### config.mk
export PLATFORM = sky130hd
export DESIGN_NAME = pwm7_channel
export DESIGN_NICKNAME = d
export VERILOG_FILES = /design/src/include/pwm7_pkg.sv /design/src/verilog/pwm7_channel.sv
export SDC_FILE = /design/constraint.sdc
export NUM_CORES = 1
export LEC_CHECK = 0
export BUFFER_PORTS_ARGS = -buffer_cell sky130_fd_sc_hd__buf_2
export CAP_MARGIN = 0
export CORE_MARGIN = 2
export CORE_UTILIZATION = 45
export DETAILED_ROUTE_END_ITERATION = 16
export GPL_TIMING_DRIVEN = 1
export PLACE_DENSITY_LB_ADDON = 0.15
export SKIP_LAST_GASP = 1
export SYNTH_ARGS = -nofsm -noshare
export SYNTH_HDL_FRONTEND = slang
export SYNTH_SLANG_ARGS = --single-unit
### constraint.sdc
create_clock -name CLK -period 3.2 [get_ports CLK]
set_clock_uncertainty 0.05 [all_clocks]
set_input_delay 0.32 -clock CLK [delete_from_list [all_inputs] [get_ports CLK]]
set_output_delay 0.32 -clock CLK [all_outputs]
set_load 0.01 [all_outputs]
### src/include/pwm7_pkg.sv
package pwm7_pkg;
	// Register byte offsets on the AHB-Lite port.
	localparam logic [7:0] MODE_OFS = 8'h00;
	localparam logic [7:0] DUTY_OFS = 8'h04;
	localparam logic [7:0] PAIR_OFS = 8'h08;
	localparam logic [7:0] SYS_OFS = 8'h0C;
	localparam logic [7:0] STAT_OFS = 8'h10;
	// Field positions in the mode register.
	localparam int CKSEL_LSB = 0;
	localparam int INIT_BIT = 3;
	localparam int DBUF_BIT = 4;
	// Field positions in the pair control register.
	localparam int RUN_BIT = 0;
	localparam int AND_BIT = 1;
	// Field positions in the system control register.
	localparam int SLOWPRE_BIT = 0;
	localparam int SLOWMODE_BIT = 1;
	// Duty register: duty in bits 7:1, extra-pulse select in bit 0.
	localparam int XPULSE_BIT = 0;
	localparam int DUTY_LSB = 1;
	// Status register layout.
	localparam int ST_OUT_BIT = 0;
	localparam int ST_RUN_BIT = 1;
	localparam int ST_EVEN_BIT = 2;
	localparam int ST_CNT_LSB = 8;
	// Values after reset.
	localparam logic [7:0] DUTY_RST = 8'hFF;
	localparam logic [4:0] MODE_RST = 5'h00;
	localparam logic [1:0] PAIR_RST = 2'h0;
	localparam logic [1:0] SYS_RST = 2'h0;
	// Counter period and last count before overflow.
	localparam int PERIOD = 128;
	localparam logic [6:0] CNT_LAST = 7'(PERIOD - 1);
	// Divider exponents of the gear clock for codes 0 to 7.
	localparam logic [3:0] GEAR_LOG0 = 4'hB;
	localparam logic [3:0] GEAR_LOG1 = 4'hA;
	localparam logic [3:0] GEAR_LOG2 = 4'h8;
	localparam logic [3:0] GEAR_LOG3 = 4'h6;
	localparam logic [3:0] GEAR_LOG4 = 4'h4;
	localparam logic [3:0] GEAR_LOG5 = 4'h2;
	localparam logic [3:0] GEAR_LOG6 = 4'h1;
	localparam logic [3:0] GEAR_LOG7 = 4'h0;
	// Divider exponents of the low-frequency clock.
	localparam logic [2:0] LF_LOG0 = 3'h4;
	localparam logic [2:0] LF_LOG1 = 3'h3;
	localparam logic [2:0] LF_LOG7 = 3'h2;
	localparam int GEAR_W = 11;
	localparam int LF_W = 4;
endpackage

### src/verilog/pwm7_channel.sv
// Our own choices: the AHB-Lite slave port and the register offsets.
`timescale 1ns/10ps
module pwm7_channel (
	input wire logic CLK,
	input wire logic RSTN,
	input wire logic HSEL,
	input wire logic [31:0] HADDR,
	input wire logic [1:0] HTRANS,
	input wire logic HWRITE,
	input wire logic [2:0] HSIZE,
	input wire logic [31:0] HWDATA,
	input wire logic HREADY,
	output logic [31:0] HRDATA,
	output logic HREADYOUT,
	output logic HRESP,
	input wire logic LOW_FREQUENCY_CLOCK,
	input wire logic SIBLING_OUT,
	input wire logic PIN_FUNCTION,
	output logic PULSE_OUTPUT_PIN,
	output logic PULSE_OUTPUT_OE,
	output logic CHANNEL_OUT,
	output logic PERIOD_INTERRUPT
);
	import pwm7_pkg::*;

	// Bus data phase state.
	logic wr_pend_q;
	logic [7:0] addr_q;
	// Software-visible control.
	logic [4:0] mode_q;
	logic [1:0] pair_q;
	logic [1:0] sys_q;
	logic [7:0] duty_act_q;
	logic [7:0] duty_buf_q;
	// Counting state.
	logic [6:0] cnt_q;
	logic [6:0] cnt_d;
	logic tog_q;
	logic tog_d;
	logic even_q;
	logic even_d;
	logic irq_q;
	logic irq_d;
	logic pin_q;
	// Prescalers and the synchronised low-frequency clock.
	logic [GEAR_W-1:0] gear_q;
	logic [LF_W-1:0] lf_cnt_q;
	logic lf_s1_q;
	logic lf_s2_q;
	logic lf_prev_q;

	// Address phase decode; the slave never stalls.
	wire addr_ok = HSEL && HREADY && HTRANS[1];
	wire wr_mode = wr_pend_q && (addr_q == MODE_OFS);
	wire wr_duty = wr_pend_q && (addr_q == DUTY_OFS);
	wire wr_pair = wr_pend_q && (addr_q == PAIR_OFS);
	wire wr_sys = wr_pend_q && (addr_q == SYS_OFS);
	wire [7:0] wdat = HWDATA[7:0];

	// Named control fields.
	wire running = pair_q[RUN_BIT];
	wire and_sel = pair_q[AND_BIT];
	wire init_lvl = mode_q[INIT_BIT];
	wire dbuf_en = mode_q[DBUF_BIT];
	wire [2:0] cksel = mode_q[CKSEL_LSB +: 3];
	wire slow_pre = sys_q[SLOWPRE_BIT];
	wire slow_mode = sys_q[SLOWMODE_BIT];
	wire [6:0] duty = duty_act_q[DUTY_LSB +: 7];
	wire xpulse = duty_act_q[XPULSE_BIT];

	// Gear divider exponent for the selected code.
	logic [3:0] gear_log;
	always_comb begin
		unique case (cksel)
			3'h0: gear_log = GEAR_LOG0;
			3'h1: gear_log = GEAR_LOG1;
			3'h2: gear_log = GEAR_LOG2;
			3'h3: gear_log = GEAR_LOG3;
			3'h4: gear_log = GEAR_LOG4;
			3'h5: gear_log = GEAR_LOG5;
			3'h6: gear_log = GEAR_LOG6;
			3'h7: gear_log = GEAR_LOG7;
		endcase
	end

	// A divide by 2^k ticks when the low k prescaler bits are all one.
	// Exponent zero yields a mask of zero, so it ticks every cycle.
	wire [GEAR_W-1:0] gear_mask = GEAR_W'((12'h001 << gear_log) - 12'h001);
	wire gear_tick = &(gear_q | ~gear_mask);

	// Low-frequency clock rising edge, seen only after two flops.
	wire lf_edge = lf_s2_q && !lf_prev_q;
	logic [2:0] lf_log;
	logic lf_avail;
	always_comb begin
		lf_log = LF_LOG7;
		lf_avail = 1'b0;
		unique case (cksel)
			3'h0: begin
				lf_log = LF_LOG0;
				lf_avail = 1'b1;
			end
			3'h1: begin
				lf_log = LF_LOG1;
				lf_avail = 1'b1;
			end
			3'h7: begin
				lf_log = LF_LOG7;
				lf_avail = slow_mode;
			end
			default: begin
				lf_log = LF_LOG7;
				lf_avail = 1'b0;
			end
		endcase
	end
	wire [LF_W-1:0] lf_mask = LF_W'((5'h01 << lf_log) - 5'h01);
	wire lf_tick = lf_avail && lf_edge && (&(lf_cnt_q | ~lf_mask));

	// Slow or sleep modes count only on the low-frequency ticks; in
	// normal modes codes 000 and 001 move there under slow prescale.
	wire use_lf = slow_mode || (slow_pre && (cksel <= 3'h1));
	wire src_tick = use_lf ? lf_tick : gear_tick;

	// Compare target: duty, or duty plus one in every second period.
	wire add_one = xpulse && even_q;
	wire [7:0] target = {1'b0, duty} + {7'h00, add_one};
	wire match = ({1'b0, cnt_q} == target);
	wire ovf = src_tick && (cnt_q == CNT_LAST);
	// A stop written in this cycle clears the count at the same edge as
	// the run bit, so a read right after the stop never sees stale state.
	wire stop_now = wr_pair && !wdat[RUN_BIT];
	// The tick that brings the count onto the target toggles at once, so
	// the level before the change lasts exactly target source counts.
	wire step_hit = src_tick && ({1'b0, cnt_q + 7'h01} == target);
	// A zero target in the coming period matches as the counter wraps.
	wire wrap_hit = (duty == 7'h00) && !(xpulse && !even_q);

	// Counter, toggle state and period parity.
	// Matching is checked every clock, not only on ticks, so a duty
	// written equal to the count with buffering off matches at once, off the tick grid.
	always_comb begin
		cnt_d = cnt_q;
		tog_d = tog_q;
		even_d = even_q;
		irq_d = 1'b0;
		if (!running || stop_now) begin
			cnt_d = 7'h00;
			tog_d = 1'b0;
			even_d = 1'b0;
		end else if (ovf) begin
			cnt_d = 7'h00;
			tog_d = wrap_hit;
			even_d = !even_q;
			irq_d = even_q;
		end else begin
			if (src_tick) begin
				cnt_d = cnt_q + 7'h01;
			end
			// Only one toggle per period; a duty below the count waits.
			if (!tog_q && (match || step_hit)) begin
				tog_d = 1'b1;
			end
		end
	end

	// Output level: stopped or cleared toggle shows the initial level.
	wire own_out = init_lvl ^ tog_q;
	wire pin_d = and_sel ? (own_out & SIBLING_OUT) : own_out;

	// Buffer transfer happens at the even overflow that raises the event, unless a duty write falls in that cycle.
	wire buf_load = running && dbuf_en && ovf && even_q;

	// Bus address phase capture.
	always_ff @(posedge CLK or negedge RSTN) begin
		if (!RSTN) begin
			wr_pend_q <= 1'b0;
			addr_q <= 8'h00;
		end else if (HREADY) begin
			wr_pend_q <= addr_ok && HWRITE;
			addr_q <= addr_ok ? HADDR[7:0] : 8'h00;
		end
	end

	// Mode writes are ignored while running, so settings stay coherent.
	always_ff @(posedge CLK or negedge RSTN) begin
		if (!RSTN) begin
			mode_q <= MODE_RST;
			pair_q <= PAIR_RST;
			sys_q <= SYS_RST;
		end else begin
			if (wr_mode && !running) begin
				mode_q <= wdat[4:0];
			end
			if (wr_pair) begin
				pair_q <= wdat[1:0];
			end
			if (wr_sys) begin
				sys_q <= wdat[1:0];
			end
		end
	end

	// Duty registers: the buffer always holds the last written value.
	always_ff @(posedge CLK or negedge RSTN) begin
		if (!RSTN) begin
			duty_act_q <= DUTY_RST;
			duty_buf_q <= DUTY_RST;
		end else if (wr_duty) begin
			duty_buf_q <= wdat;
			if (!running || !dbuf_en) begin
				duty_act_q <= wdat;
			end
		end else if (buf_load) begin
			duty_act_q <= duty_buf_q;
		end
	end

	// Counting state flops.
	always_ff @(posedge CLK or negedge RSTN) begin
		if (!RSTN) begin
			cnt_q <= 7'h00;
			tog_q <= 1'b0;
			even_q <= 1'b0;
			irq_q <= 1'b0;
			pin_q <= 1'b0;
		end else begin
			cnt_q <= cnt_d;
			tog_q <= tog_d;
			even_q <= even_d;
			irq_q <= irq_d;
			pin_q <= pin_d;
		end
	end

	// Free-running prescalers; they are not restarted by the run bit.
	always_ff @(posedge CLK or negedge RSTN) begin
		if (!RSTN) begin
			gear_q <= '0;
			lf_cnt_q <= '0;
		end else begin
			gear_q <= gear_q + GEAR_W'(1);
			if (lf_edge) begin
				lf_cnt_q <= lf_cnt_q + LF_W'(1);
			end
		end
	end

	// Two-flop synchroniser for the asynchronous low-frequency clock.
	always_ff @(posedge CLK or negedge RSTN) begin
		if (!RSTN) begin
			lf_s1_q <= 1'b0;
			lf_s2_q <= 1'b0;
			lf_prev_q <= 1'b0;
		end else begin
			lf_s1_q <= LOW_FREQUENCY_CLOCK;
			lf_s2_q <= lf_s1_q;
			lf_prev_q <= lf_s2_q;
		end
	end

	// Read mux over the data phase address; unmapped reads give zero.
	logic [31:0] rdata;
	always_comb begin
		rdata = 32'h0000_0000;
		unique case (addr_q)
			MODE_OFS: rdata[4:0] = mode_q;
			DUTY_OFS: rdata[7:0] = duty_buf_q;
			PAIR_OFS: rdata[1:0] = pair_q;
			SYS_OFS: rdata[1:0] = sys_q;
			STAT_OFS: begin
				rdata[ST_OUT_BIT] = own_out;
				rdata[ST_RUN_BIT] = running;
				rdata[ST_EVEN_BIT] = even_q;
				rdata[ST_CNT_LSB +: 7] = cnt_q;
			end
			default: rdata = 32'h0000_0000;
		endcase
	end

	// Bus answers: zero wait states, always OKAY.
	assign HRDATA = rdata;
	assign HREADYOUT = 1'b1;
	assign HRESP = 1'b0;

	// Pin drive follows the port function setting.
	assign PULSE_OUTPUT_PIN = pin_q;
	assign PULSE_OUTPUT_OE = PIN_FUNCTION;
	assign CHANNEL_OUT = own_out;
	assign PERIOD_INTERRUPT = irq_q;
endmodule

==> summary.md, run 1 <==
| Metric | Value |
|---|---|
| Status | `finished clean` |
| Final RePlAce weighted congestion | `0.8152` |
| Placeable core area | `7727 um^2` |
| Row cnt | `32` |
| # IOs | `115` |
| Starting Density | `0.4662` |
| RSZ-0062 raised after global routing | `false` |
| Min cycle time layout | `2794 ps` |
| Crit end category | `register` |
| TritonRoute pass-1 iters | `6` |
| Leading register cell type out of synthesis | `dfrtp_1` |
| Root buffer cell | `clkbuf_8` |
| Initial antenna violation count | `0` |
| Critical path origin | `mode_q[0]` |
| Crit start category | `register` |
| Num CTS Buffers | `9` |
| Worst hold path depth | `1` |
| Share of layout cells above drive strength 1 | `0.2732` |
| Post-synth cell types | `50` |
| Final hold vios | `0` |
| First-pass GRT wire length | `12280 um` |
| Sequential element share of the synthesized area | `0.4432` |
| Worst-Margin Slew | `a little over 900 ps` |
| Post-Route Setup TNS | `0 ps` |
| Area leader, netlist | `dfrtp_1` |
| Max Clk Rate | `0.3580 GHz` |
| R2R Path End | `duty_act_q[0]` |
| Post-cts gate resize count | `0` |
| Clock transition at path regs | `80 ps` |
| Clock Latency Late Sink | `340 ps` |
| Clk sinks | `between 60 and 70` |
| Critical R2R Launch | `mode_q[0]` |
| All-Layer GR Usage | `0.1805` |
| Slew Limit Fails | `0` |
| Longest Clk Path Bufs | `2` |
| Post-synth EDFFs | `0` |
| Dpl hpwl | `5206 um` |
| Area of the mapped netlist | `~3600 um^2` |
| Max_slew headroom | `0.3812` |
| Die Area | `8737 um^2` |
| Largest net degree at the start of global routing | `43` |
| Iteration-0 DRC Markers | `119` |
| WP data arrival | `3000 ps` |
| Critical path required time | `3410 ps` |
| Vias per cell | `5.137` |
| Die Ht | `93.47 um` |
| Ys async rst share | `1.000` |
| Most frequent cells in the layout | `dfrtp_1 (47), buf_2 (41), nand2_1 (27)` |
| Global route overflow | `0` |
| CTS H-Tree Depth | `3` |
| Hold Crit Class | `in2reg` |
| R2r setup slk | `410 ps` |
| PD cells | `577.5 nW/um^2` |
| Flops & latches, synth | `63` |
| R2R cell count | `9` |
| Synth top area cells | `dfrtp_1 (33%), dfstp_2 (12%), mux2_2 (8.1%), buf_4 (4.8%), xnor2_1 (4.1%)` |
| Final ANT Viol Nets | `0` |
| IO buf count | `41` |
| Maximum vdd drop | `403.9 uV` |
| Hold Buf Count CTS | `0` |
| Synth top area share | `0.3265` |
| Critical path type | `reg2reg` |
| Synthesized instance count | `359` |
| Static leakage | `between 0.0015 and 0.002 uW` |
| Die W | `about 93 um` |
| Fill cell count | `722` |
| Most common cell after layout, fill and taps aside | `dfrtp_1` |
| Worst setup margin | `406.4 ps` |
| Postcts setup bufs | `0` |
| # DRC | `0` |
| Worst-path fanout max | `8` |
| Crit share post-route | `0.8730` |
| Via count | `2630` |
| Syn Area/Cell | `10.03 um^2` |
| Critical Path Sink | `duty_act_q[0]` |
| Setup WS pre-CTS | `between 400 and 500 ps` |
| Setup violators final | `0` |
| Final WL | `7234 um` |
| Max-Cap Viols | `0` |
| Register area | `~1600 um^2` |
| Nets | `489` |
| Average wire per standard cell | `14.13 um` |
| Synthesis Warnings | `0` |
| Vias in the first global route | `2484` |
| CTS tree | `yes` |
| Multi-input gate area | `between 1500 and 2000 um^2` |
| Antenna cell count | `0` |
| Layout area overhead | `12.99%` |
## worst max-delay path, stage by stage (launching register included)
cell and delay [ps]:
dfrtp_1 430, nand3b_1 180, ha_1 260, nor4b_1 180, nor4b_2 260, a32oi_1 90, o41a_1 380, o41ai_4 330
buf_4 220, mux2_2 340
## kinds of logic after synthesis
logic type      Yosys count  synth area share
compound gates           57            0.1070
other cells               2          0.002085
fa+ha+maj                 7           0.02431
buf+inv                  50           0.07850
simple gates            119            0.1758
xor+xnor                 27           0.06565
mux                      34            0.1035
flops                    63            0.4432
## how the worst min path moves through the flow
stage,startpoint,end
floorplan,RSTN,PERIOD_INTERRUPT
global placement,lf_s1_q,lf_s2_q
detailed placement,lf_s1_q,lf_s2_q
CTS,LOW_FREQUENCY_CLOCK,lf_s1_q
global route,LOW_FREQUENCY_CLOCK,lf_s1_q
finish,LOW_FREQUENCY_CLOCK,lf_s1_q
## through the flow
step	power [uW]	cells	hold WS [ps]	util	cell area [um^2]
3_3_place_gp	1592	496	284.5	0.4989	3855
6_report	2351	512	40.98	0.5267	4070
3_5_place_dp	1606	496	296.5	0.4989	3855
4_1_cts	2374	512	26.88	0.5267	4070
2_1_floorplan	1446	376	-25.59	-	3666
5_1_grt	2493	512	13.43	0.5267	4070
## synth_stat cells (all sizes together) (4+ instances only)
cell	number
a21oi	12
and2	13
and3	5
buf	25
clkbuf	8
dfrtp	47
dfstp	16
ha	7
inv	17
mux2	26
mux2i	8
nand2	27
nand3	15
nand3b	4
nand4	7
nor2	20
nor3	5
nor4	4
nor4b	5
o211ai	4
o21ai	19
or3	8
xnor2	17
xor2	10
## sequential cells by signal, summed over array words and instances (netlist names)
signal,cells
PERIOD_INTERRUPT,1
PULSE_OUTPUT_PIN,1
addr_q,8
cnt_q,7
duty_act_q,8
duty_buf_q,8
even_q,1
gear_q,11
lf_cnt_q,4
lf_prev_q,1
lf_s1_q,1
lf_s2_q,1
mode_q,5
pair_q,2
sys_q,2
tog_q,1
wr_pend_q,1
## area by class of cell
type	instances	share of cell area
clock buffer	12	0.03566
clock inverter	4	0.01721
inverter	17	0.01568
multi-input combinational	263	0.4390
sequential	63	0.3923
tap	102	0.03136
timing repair buffer	51	0.06886
## routing by layer
| layer | track usage | share of wire | vias to the layer above |
|---|---|---|---|
| met5 | 0 | 0 | - |
| li1 | - | - | 1315 |
| met4 | 0.07230 | 0.016 | 0 |
| met2 | 0.2674 | 0.45 | 48 |
| met1 | 0.2594 | 0.50 | 1258 |
| met3 | 0.03546 | 0.032 | 9 |
## report_power, final
part | internal [uW] | switching, uW | leakage [uW]
combinational | 267 | 307 | 0.000985
sequential | 919 | 96.8 | 0.000772
clock | 458 | 302 | 0.000110
Note: power is estimated with default switching activity, not from simulation.
==> run 2: changes to the inputs <==
--- a/config.mk
+++ b/config.mk
@@ -8,7 +8,7 @@
 export BUFFER_PORTS_ARGS = -buffer_cell sky130_fd_sc_hd__buf_2
 export CAP_MARGIN = 0
 export CORE_MARGIN = 2
-export CORE_UTILIZATION = 45
+export CORE_UTILIZATION = 25
 export DETAILED_ROUTE_END_ITERATION = 16
 export GPL_TIMING_DRIVEN = 1
 export PLACE_DENSITY_LB_ADDON = 0.15
==> summary.md, run 2 (same netlist as run 1, synthesis figures left out) <==
| Metric | Value |
|---|---|
| CP Cell Sequence | `nand3b_1, ha_1, nor4b_1, nor4b_2, a32oi_1, o41a_1, o41ai_4, buf_4, mux2_2` |
| Die Area | `15380 um^2 (+76%)` |
| Fill cell count | `1487 (+110%)` |
| Cells after DPL | `573 (+16%)` |
| Static leakage | `0.001896 uW (+1.5%)` |
| Clock Latency Late Sink | `330 ps (about the same)` |
| Crit-path slowest cell | `dfrtp_1` |
| Hold Crit Class | `in2reg` |
| IO buf count | `41 (unchanged)` |
| All-Layer GR Usage | `0.1156 (-0.06493)` |
| Post-Route Setup TNS | `0 ps (unchanged)` |
| Clock transition at path regs | `50 ps (-30 ps)` |
| Iteration-0 DRC Markers | `117 (-1.7%)` |
| Final WL | `8178 um (+13%)` |
| Max_slew headroom | `0.4541 (+0.07290)` |
| Critical path origin | `mode_q[0]` |
| Crit start category | `register` |
| First-pass GRT wire length | `13500 um (+9.9%)` |
| R2R cell count | `9 (unchanged)` |
| Global route overflow | `0 (unchanged)` |
| CTS tree | `yes` |
| PD cells | `604.4 nW/um^2 (+4.6%)` |
| Worst-path fanout max | `8 (unchanged)` |
| Setup WS pre-CTS | `327.5 ps (-101.0 ps)` |
| Max reg flops | `11 (unchanged)` |
| Hold Buf Count CTS | `0 (unchanged)` |
| RSZ-0062 raised after global routing | `false` |
| Final RePlAce weighted congestion | `0.7687 (-5.7%)` |
| Starting Density | `0.2575 (-0.2086)` |
| Register area | `1597 um^2 (unchanged)` |
| Worst setup margin | `303.7 ps (-102.7 ps)` |
| Average wire per standard cell | `13.88 um (-1.7%)` |
| Crit path largest cell delay | `440 ps (about the same)` |
| Vias per cell | `4.484 (-13%)` |
| # DRC | `0 (unchanged)` |
| Crit end category | `register` |
| Final ANT Viol Nets | `0 (unchanged)` |
| Clk sinks | `63 (unchanged)` |
| Critical path required time | `3400 ps (about the same)` |
| Final Non-Filler Cells | `589 (+15%)` |
| Most frequent cells in the layout | `dfrtp_1 (47), buf_2 (41), nand2_1 (27)` |
| WP data arrival | `3100 ps (+100 ps)` |
| Final hold vios | `0 (unchanged)` |
| Multi-input gate area | `1793 um^2 (+0.35%)` |
| Most common cell after layout, fill and taps aside | `dfrtp_1` |
| Slew Limit Fails | `0 (unchanged)` |
| Num CTS Buffers | `9 (unchanged)` |
| Via count | `2641 (+0.42%)` |
| R2r setup slk | `300 ps (-100 ps)` |
| Min cycle time layout | `2896 ps (+102.7 ps)` |
| CTS H-Tree Depth | `3 (unchanged)` |
| Maximum vdd drop | `254.2 uV (-37%)` |
| Row cnt | `43 (+34%)` |
| Nets | `488 (-0.20%)` |
| Root buffer cell | `clkbuf_16` |
| Status | `finished clean` |
| Critical hold path startpoint | `LOW_FREQUENCY_CLOCK` |
| Dpl hpwl | `5897 um (+13%)` |
| Setup violators final | `0 (unchanged)` |
| Crit share post-route | `0.9051 (+0.03211)` |
| Critical path type | `reg2reg` |
| Die W | `124.0 um (+33%)` |
| Vias in the first global route | `2610 (+5.1%)` |
| Max Clk Rate | `0.3453 GHz (-3.5%)` |
| Post-cts gate resize count | `0 (unchanged)` |
| TritonRoute pass-1 iters | `4 (-2)` |
| Max-Cap Viols | `0 (unchanged)` |
| Die Ht | `124.0 um (+33%)` |
| Worst-Margin Slew | `818.9 ps (-109.4 ps)` |
| Share of layout cells above drive strength 1 | `0.2738 (+0.0006679)` |
| Placeable core area | `13990 um^2 (+81%)` |
| Antenna cell count | `0 (unchanged)` |
| Largest net degree at the start of global routing | `64 (+49%)` |
| Longest Clk Path Bufs | `2 (unchanged)` |
| Biggest register | `gear_q` |
| Utilization after layout | `0.3035 (-0.2232)` |
| Final hold slack | `52.94 ps (+11.95 ps)` |
| Postcts setup bufs | `0 (unchanged)` |
| # IOs | `115 (unchanged)` |
| Worst hold path depth | `1 (unchanged)` |
| Initial antenna violation count | `0 (unchanged)` |
| Layout area overhead | `17.85%` |
| Critical R2R Launch | `mode_q[0]` |
-- run 2: cell types whose count changed in the layout (fill, tap and decap cells not counted), sizes merged --
| cell | before | now |
|---|---|---|
| clkinvlp | 0 | 1 |
| bufinv | 2 | 1 |
| buf | 51 | 50 |
-- run 2: critical path, delay by kind of cell, from the launching register on --
family,cells,cell delay [ps]
buf+inv,1,230
simple gates,3,660
fa+ha+maj,1,250
flops,1,440
compound gates,3,850
mux,1,340
-- run 2: where the power goes --
| group | switching (uW) | internal, uW |
|---|---|---|
| clock network | 344 | 621 |
| registers | 110 | 921 |
| logic | 305 | 266 |
| total | 758 | 1810 |
-- run 2: layout make-up --
| class | instances | share of cell area |
|---|---|---|
| repair buffers | 50 | 0.06425 |
| well taps | 180 | 0.05305 |
| flip-flops and latches | 63 | 0.3761 |
| multi-input cells | 263 | 0.4223 |
| clock inverters | 4 | 0.01120 |
| inverters | 17 | 0.01503 |
| clock buffers | 12 | 0.05806 |
-- run 2: routing by layer --
layer  wire [um]  up-vias  share of wire  track usage
met3         390        6          0.048      0.03800
met4          92        0          0.011      0.03441
li1            -     1319              -            -
met2        3670       63           0.45       0.1762
met1        4026     1253           0.49       0.1560
met5           0        -              0            0
-- run 2: path summary, 6_finish.rpt --
| check | endpoint |
|---|---|
| min in group asynchronous | cnt_q[6] |
| worst min-delay path | lf_s1_q |
| worst min register to register | lf_s2_q |
| max in group asynchronous | gear_q[6] |
| worst max register to register | duty_act_q[2] |
| worst max-delay path | duty_act_q[2] |
-- run 2: per-stage QoR --
stage	cell area, um^2	total power [uW]
floorplan	3666	1446
global placement	3951	1613
detailed placement	3951	1624
CTS	4245	2611
global route	4245	2742
finish	4245	2566
==> run 3: changes to the inputs <==
--- a/config.mk
+++ b/config.mk
@@ -11,7 +11,6 @@
 export CORE_UTILIZATION = 25
 export DETAILED_ROUTE_END_ITERATION = 16
 export GPL_TIMING_DRIVEN = 1
-export PLACE_DENSITY_LB_ADDON = 0.15
 export SKIP_LAST_GASP = 1
 export SYNTH_ARGS = -nofsm -noshare
 export SYNTH_HDL_FRONTEND = slang
==> summary.md, run 3 (same netlist as run 1, synthesis figures left out) <==
| Metric | Value |
|---|---|
| Final WL | `7726 um (-5.5%)` |
| Dpl hpwl | `5666 um (-3.9%)` |
| CTS tree | `yes` |
| Max reg flops | `11 (unchanged)` |
| Largest net degree at the start of global routing | `43 (-33%)` |
| Static leakage | `0.001893 uW (-0.16%)` |
| Global route overflow | `0 (unchanged)` |
| Status | `finished clean` |
| Clock transition at path regs | `50 ps (about the same)` |
| Max-Cap Viols | `0 (unchanged)` |
| Row cnt | `43 (unchanged)` |
| CP Cell Sequence | `nand3b_1, ha_1, nor4b_1, nor4b_2, a32oi_1, o41a_1, o41ai_4, buf_4, mux2_2` |
| Clock Latency Late Sink | `320 ps (about the same)` |
| Most common cell after layout, fill and taps aside | `dfrtp_1` |
| All-Layer GR Usage | `0.1074 (-0.008212)` |
| Biggest register | `gear_q` |
| Worst hold path depth | `1 (unchanged)` |
| Crit share post-route | `0.8901 (-0.01499)` |
| Multi-input gate area | `1793 um^2 (unchanged)` |
| Met1 usage | `0.1482 (-0.007776)` |
| Vias in the first global route | `2603 (-0.27%)` |
| Critical R2R Launch | `mode_q[0]` |
| Crit end category | `register` |
| Final RePlAce weighted congestion | `0.8154 (+6.1%)` |
| Placeable core area | `13990 um^2 (unchanged)` |
| Longest Clk Path Bufs | `2 (unchanged)` |
| CTS H-Tree Depth | `3 (unchanged)` |
| Num CTS Buffers | `9 (unchanged)` |
| Max Clk Rate | `0.3511 GHz (+1.7%)` |
| WP data arrival | `3050 ps (-50 ps)` |
| Final ANT Viol Nets | `0 (unchanged)` |
| Share of layout cells above drive strength 1 | `0.2756 (+0.001771)` |
| Setup violators final | `0 (unchanged)` |
| Slew Limit Fails | `0 (unchanged)` |
| Die Ht | `124.0 um (unchanged)` |
| IO buf count | `41 (unchanged)` |
| Final hold vios | `0 (unchanged)` |
| Met3 Usage GRT | `0.01557 (-0.02244)` |
| Post-Route Setup TNS | `0 ps (unchanged)` |
| R2r setup slk | `350 ps (+50 ps)` |
| TritonRoute pass-1 iters | `4 (unchanged)` |
| Min cycle time layout | `2848 ps (-47.98 ps)` |
| Critical path type | `reg2reg` |
| Hold Crit Class | `in2reg` |
| RSZ-0062 raised after global routing | `false` |
| Worst-Margin Slew | `535.1 ps (-283.8 ps)` |
| Via count | `2695 (+2.0%)` |
| Clk sinks | `63 (unchanged)` |
| WHS Endpoint | `lf_s1_q` |
| Die W | `124.0 um (unchanged)` |
| Postcts setup bufs | `0 (unchanged)` |
| Root buffer cell | `clkbuf_16` |
| Fill cell count | `1439 (-3.2%)` |
| Iteration-0 DRC Markers | `137 (+17%)` |
| GRT met2 Usage | `0.1683 (-0.007898)` |
| Critical path required time | `3400 ps (about the same)` |
| Crit start category | `register` |
| R2R cell count | `9 (unchanged)` |
| Max_slew headroom | `0.6433 (+0.1892)` |
| Starting Density | `0.2575 (unchanged)` |
| Vias per cell | `4.568 (+1.9%)` |
| Worst-path fanout max | `8 (unchanged)` |
| Nets | `489 (+0.20%)` |
| Average wire per standard cell | `13.09 um (-5.7%)` |
| Global routing's busiest layer | `met2` |
| # DRC | `0 (unchanged)` |
| First-pass GRT wire length | `12990 um (-3.7%)` |
| R2R Path End | `duty_act_q[3]` |
| Initial antenna violation count | `0 (unchanged)` |
| Crit-path slowest cell | `dfrtp_1` |
| # IOs | `115 (unchanged)` |
| Critical hold path startpoint | `LOW_FREQUENCY_CLOCK` |
| Register area | `1597 um^2 (unchanged)` |
| Antenna cell count | `0 (unchanged)` |
| Crit path largest cell delay | `460 ps (+20 ps)` |
| Layout area overhead | `18.27%` |
| Post-cts gate resize count | `0 (unchanged)` |
| Most frequent cells in the layout | `dfrtp_1 (47), buf_2 (41), nand2_1 (27)` |
| Die Area | `15380 um^2 (unchanged)` |
| Utilization after layout | `0.3046 (+0.001074)` |
| Maximum vdd drop | `305.4 uV (+20%)` |
| PD cells | `600.2 nW/um^2 (-0.69%)` |
==> run 3: changes by cell type in the layout (fill, tap and decap cells not counted), sizes merged <==
cell,change
clkbuf,-3
clkinv,+1
clkinvlp,+2
dlygate4sd3,+1
==> run 3: worst max path at each step <==
stage	startpoint	end	slack, ps	cells past startpoint
2_1_floorplan	mode_q[0]	duty_act_q[0]	300	10
4_1_cts	mode_q[0]	duty_act_q[3]	330	9
5_1_grt	mode_q[2]	duty_act_q[1]	190	9
6_report	mode_q[0]	duty_act_q[3]	350	9
3_5_place_dp	mode_q[0]	duty_act_q[3]	360	9
3_3_place_gp	mode_q[0]	duty_act_q[1]	410	9
==> run 3: final cells by class <==
type	instances	share of cell area
sequential	63	0.3747
clock buffer	9	0.05286
multi-input combinational	263	0.4209
clock inverter	7	0.01733
tap	180	0.05286
inverter	17	0.01498
timing repair buffer	51	0.06637
==> run 3: worst max-delay path: cells and delay by family, from the launching register on <==
family                     cells  cell delay (ps)
AOI/OAI and AO/OA              3              830
and+or+nand+nor                3              620
DFF                            1              460
muxes                          1              340
adders and majority gates      1              260
buffers and inverters          1              210
==> run 3: per-layer routing <==
layer	up-vias	share of wire
met2	75	0.46
met1	1296	0.48
met5	-	0
li1	1317	-
met3	7	0.041
met4	0	0.013
==> run 3: power by group <==
group	total, uW	switching [uW]	internal (uW)
logic	566	300	267
registers	1040	115	920
clock network	955	354	601
total	2560	769	1790
==> run 3: what timing repair did <==
action | in CTS | in global routing
hold endpoints to repair | 21 | 0
endpoints found under the setup margin | 0 | 0
hold buffers | 1 | 0
==> run 3: stage by stage <==
stage	instance area (um^2)	power (uW)	instances	hold slack, ps	setup WS, ps
after floorplan	3666	1446	376	-25.59	298.0
after global placement	3951	1593	573	256.7	407.4
after detailed placement	3951	1618	573	261.9	363.8
after CTS	4260	2592	590	44.50	332.4
after global routing	4260	2712	590	42.01	187.3
final	4260	2557	590	52.32	351.6
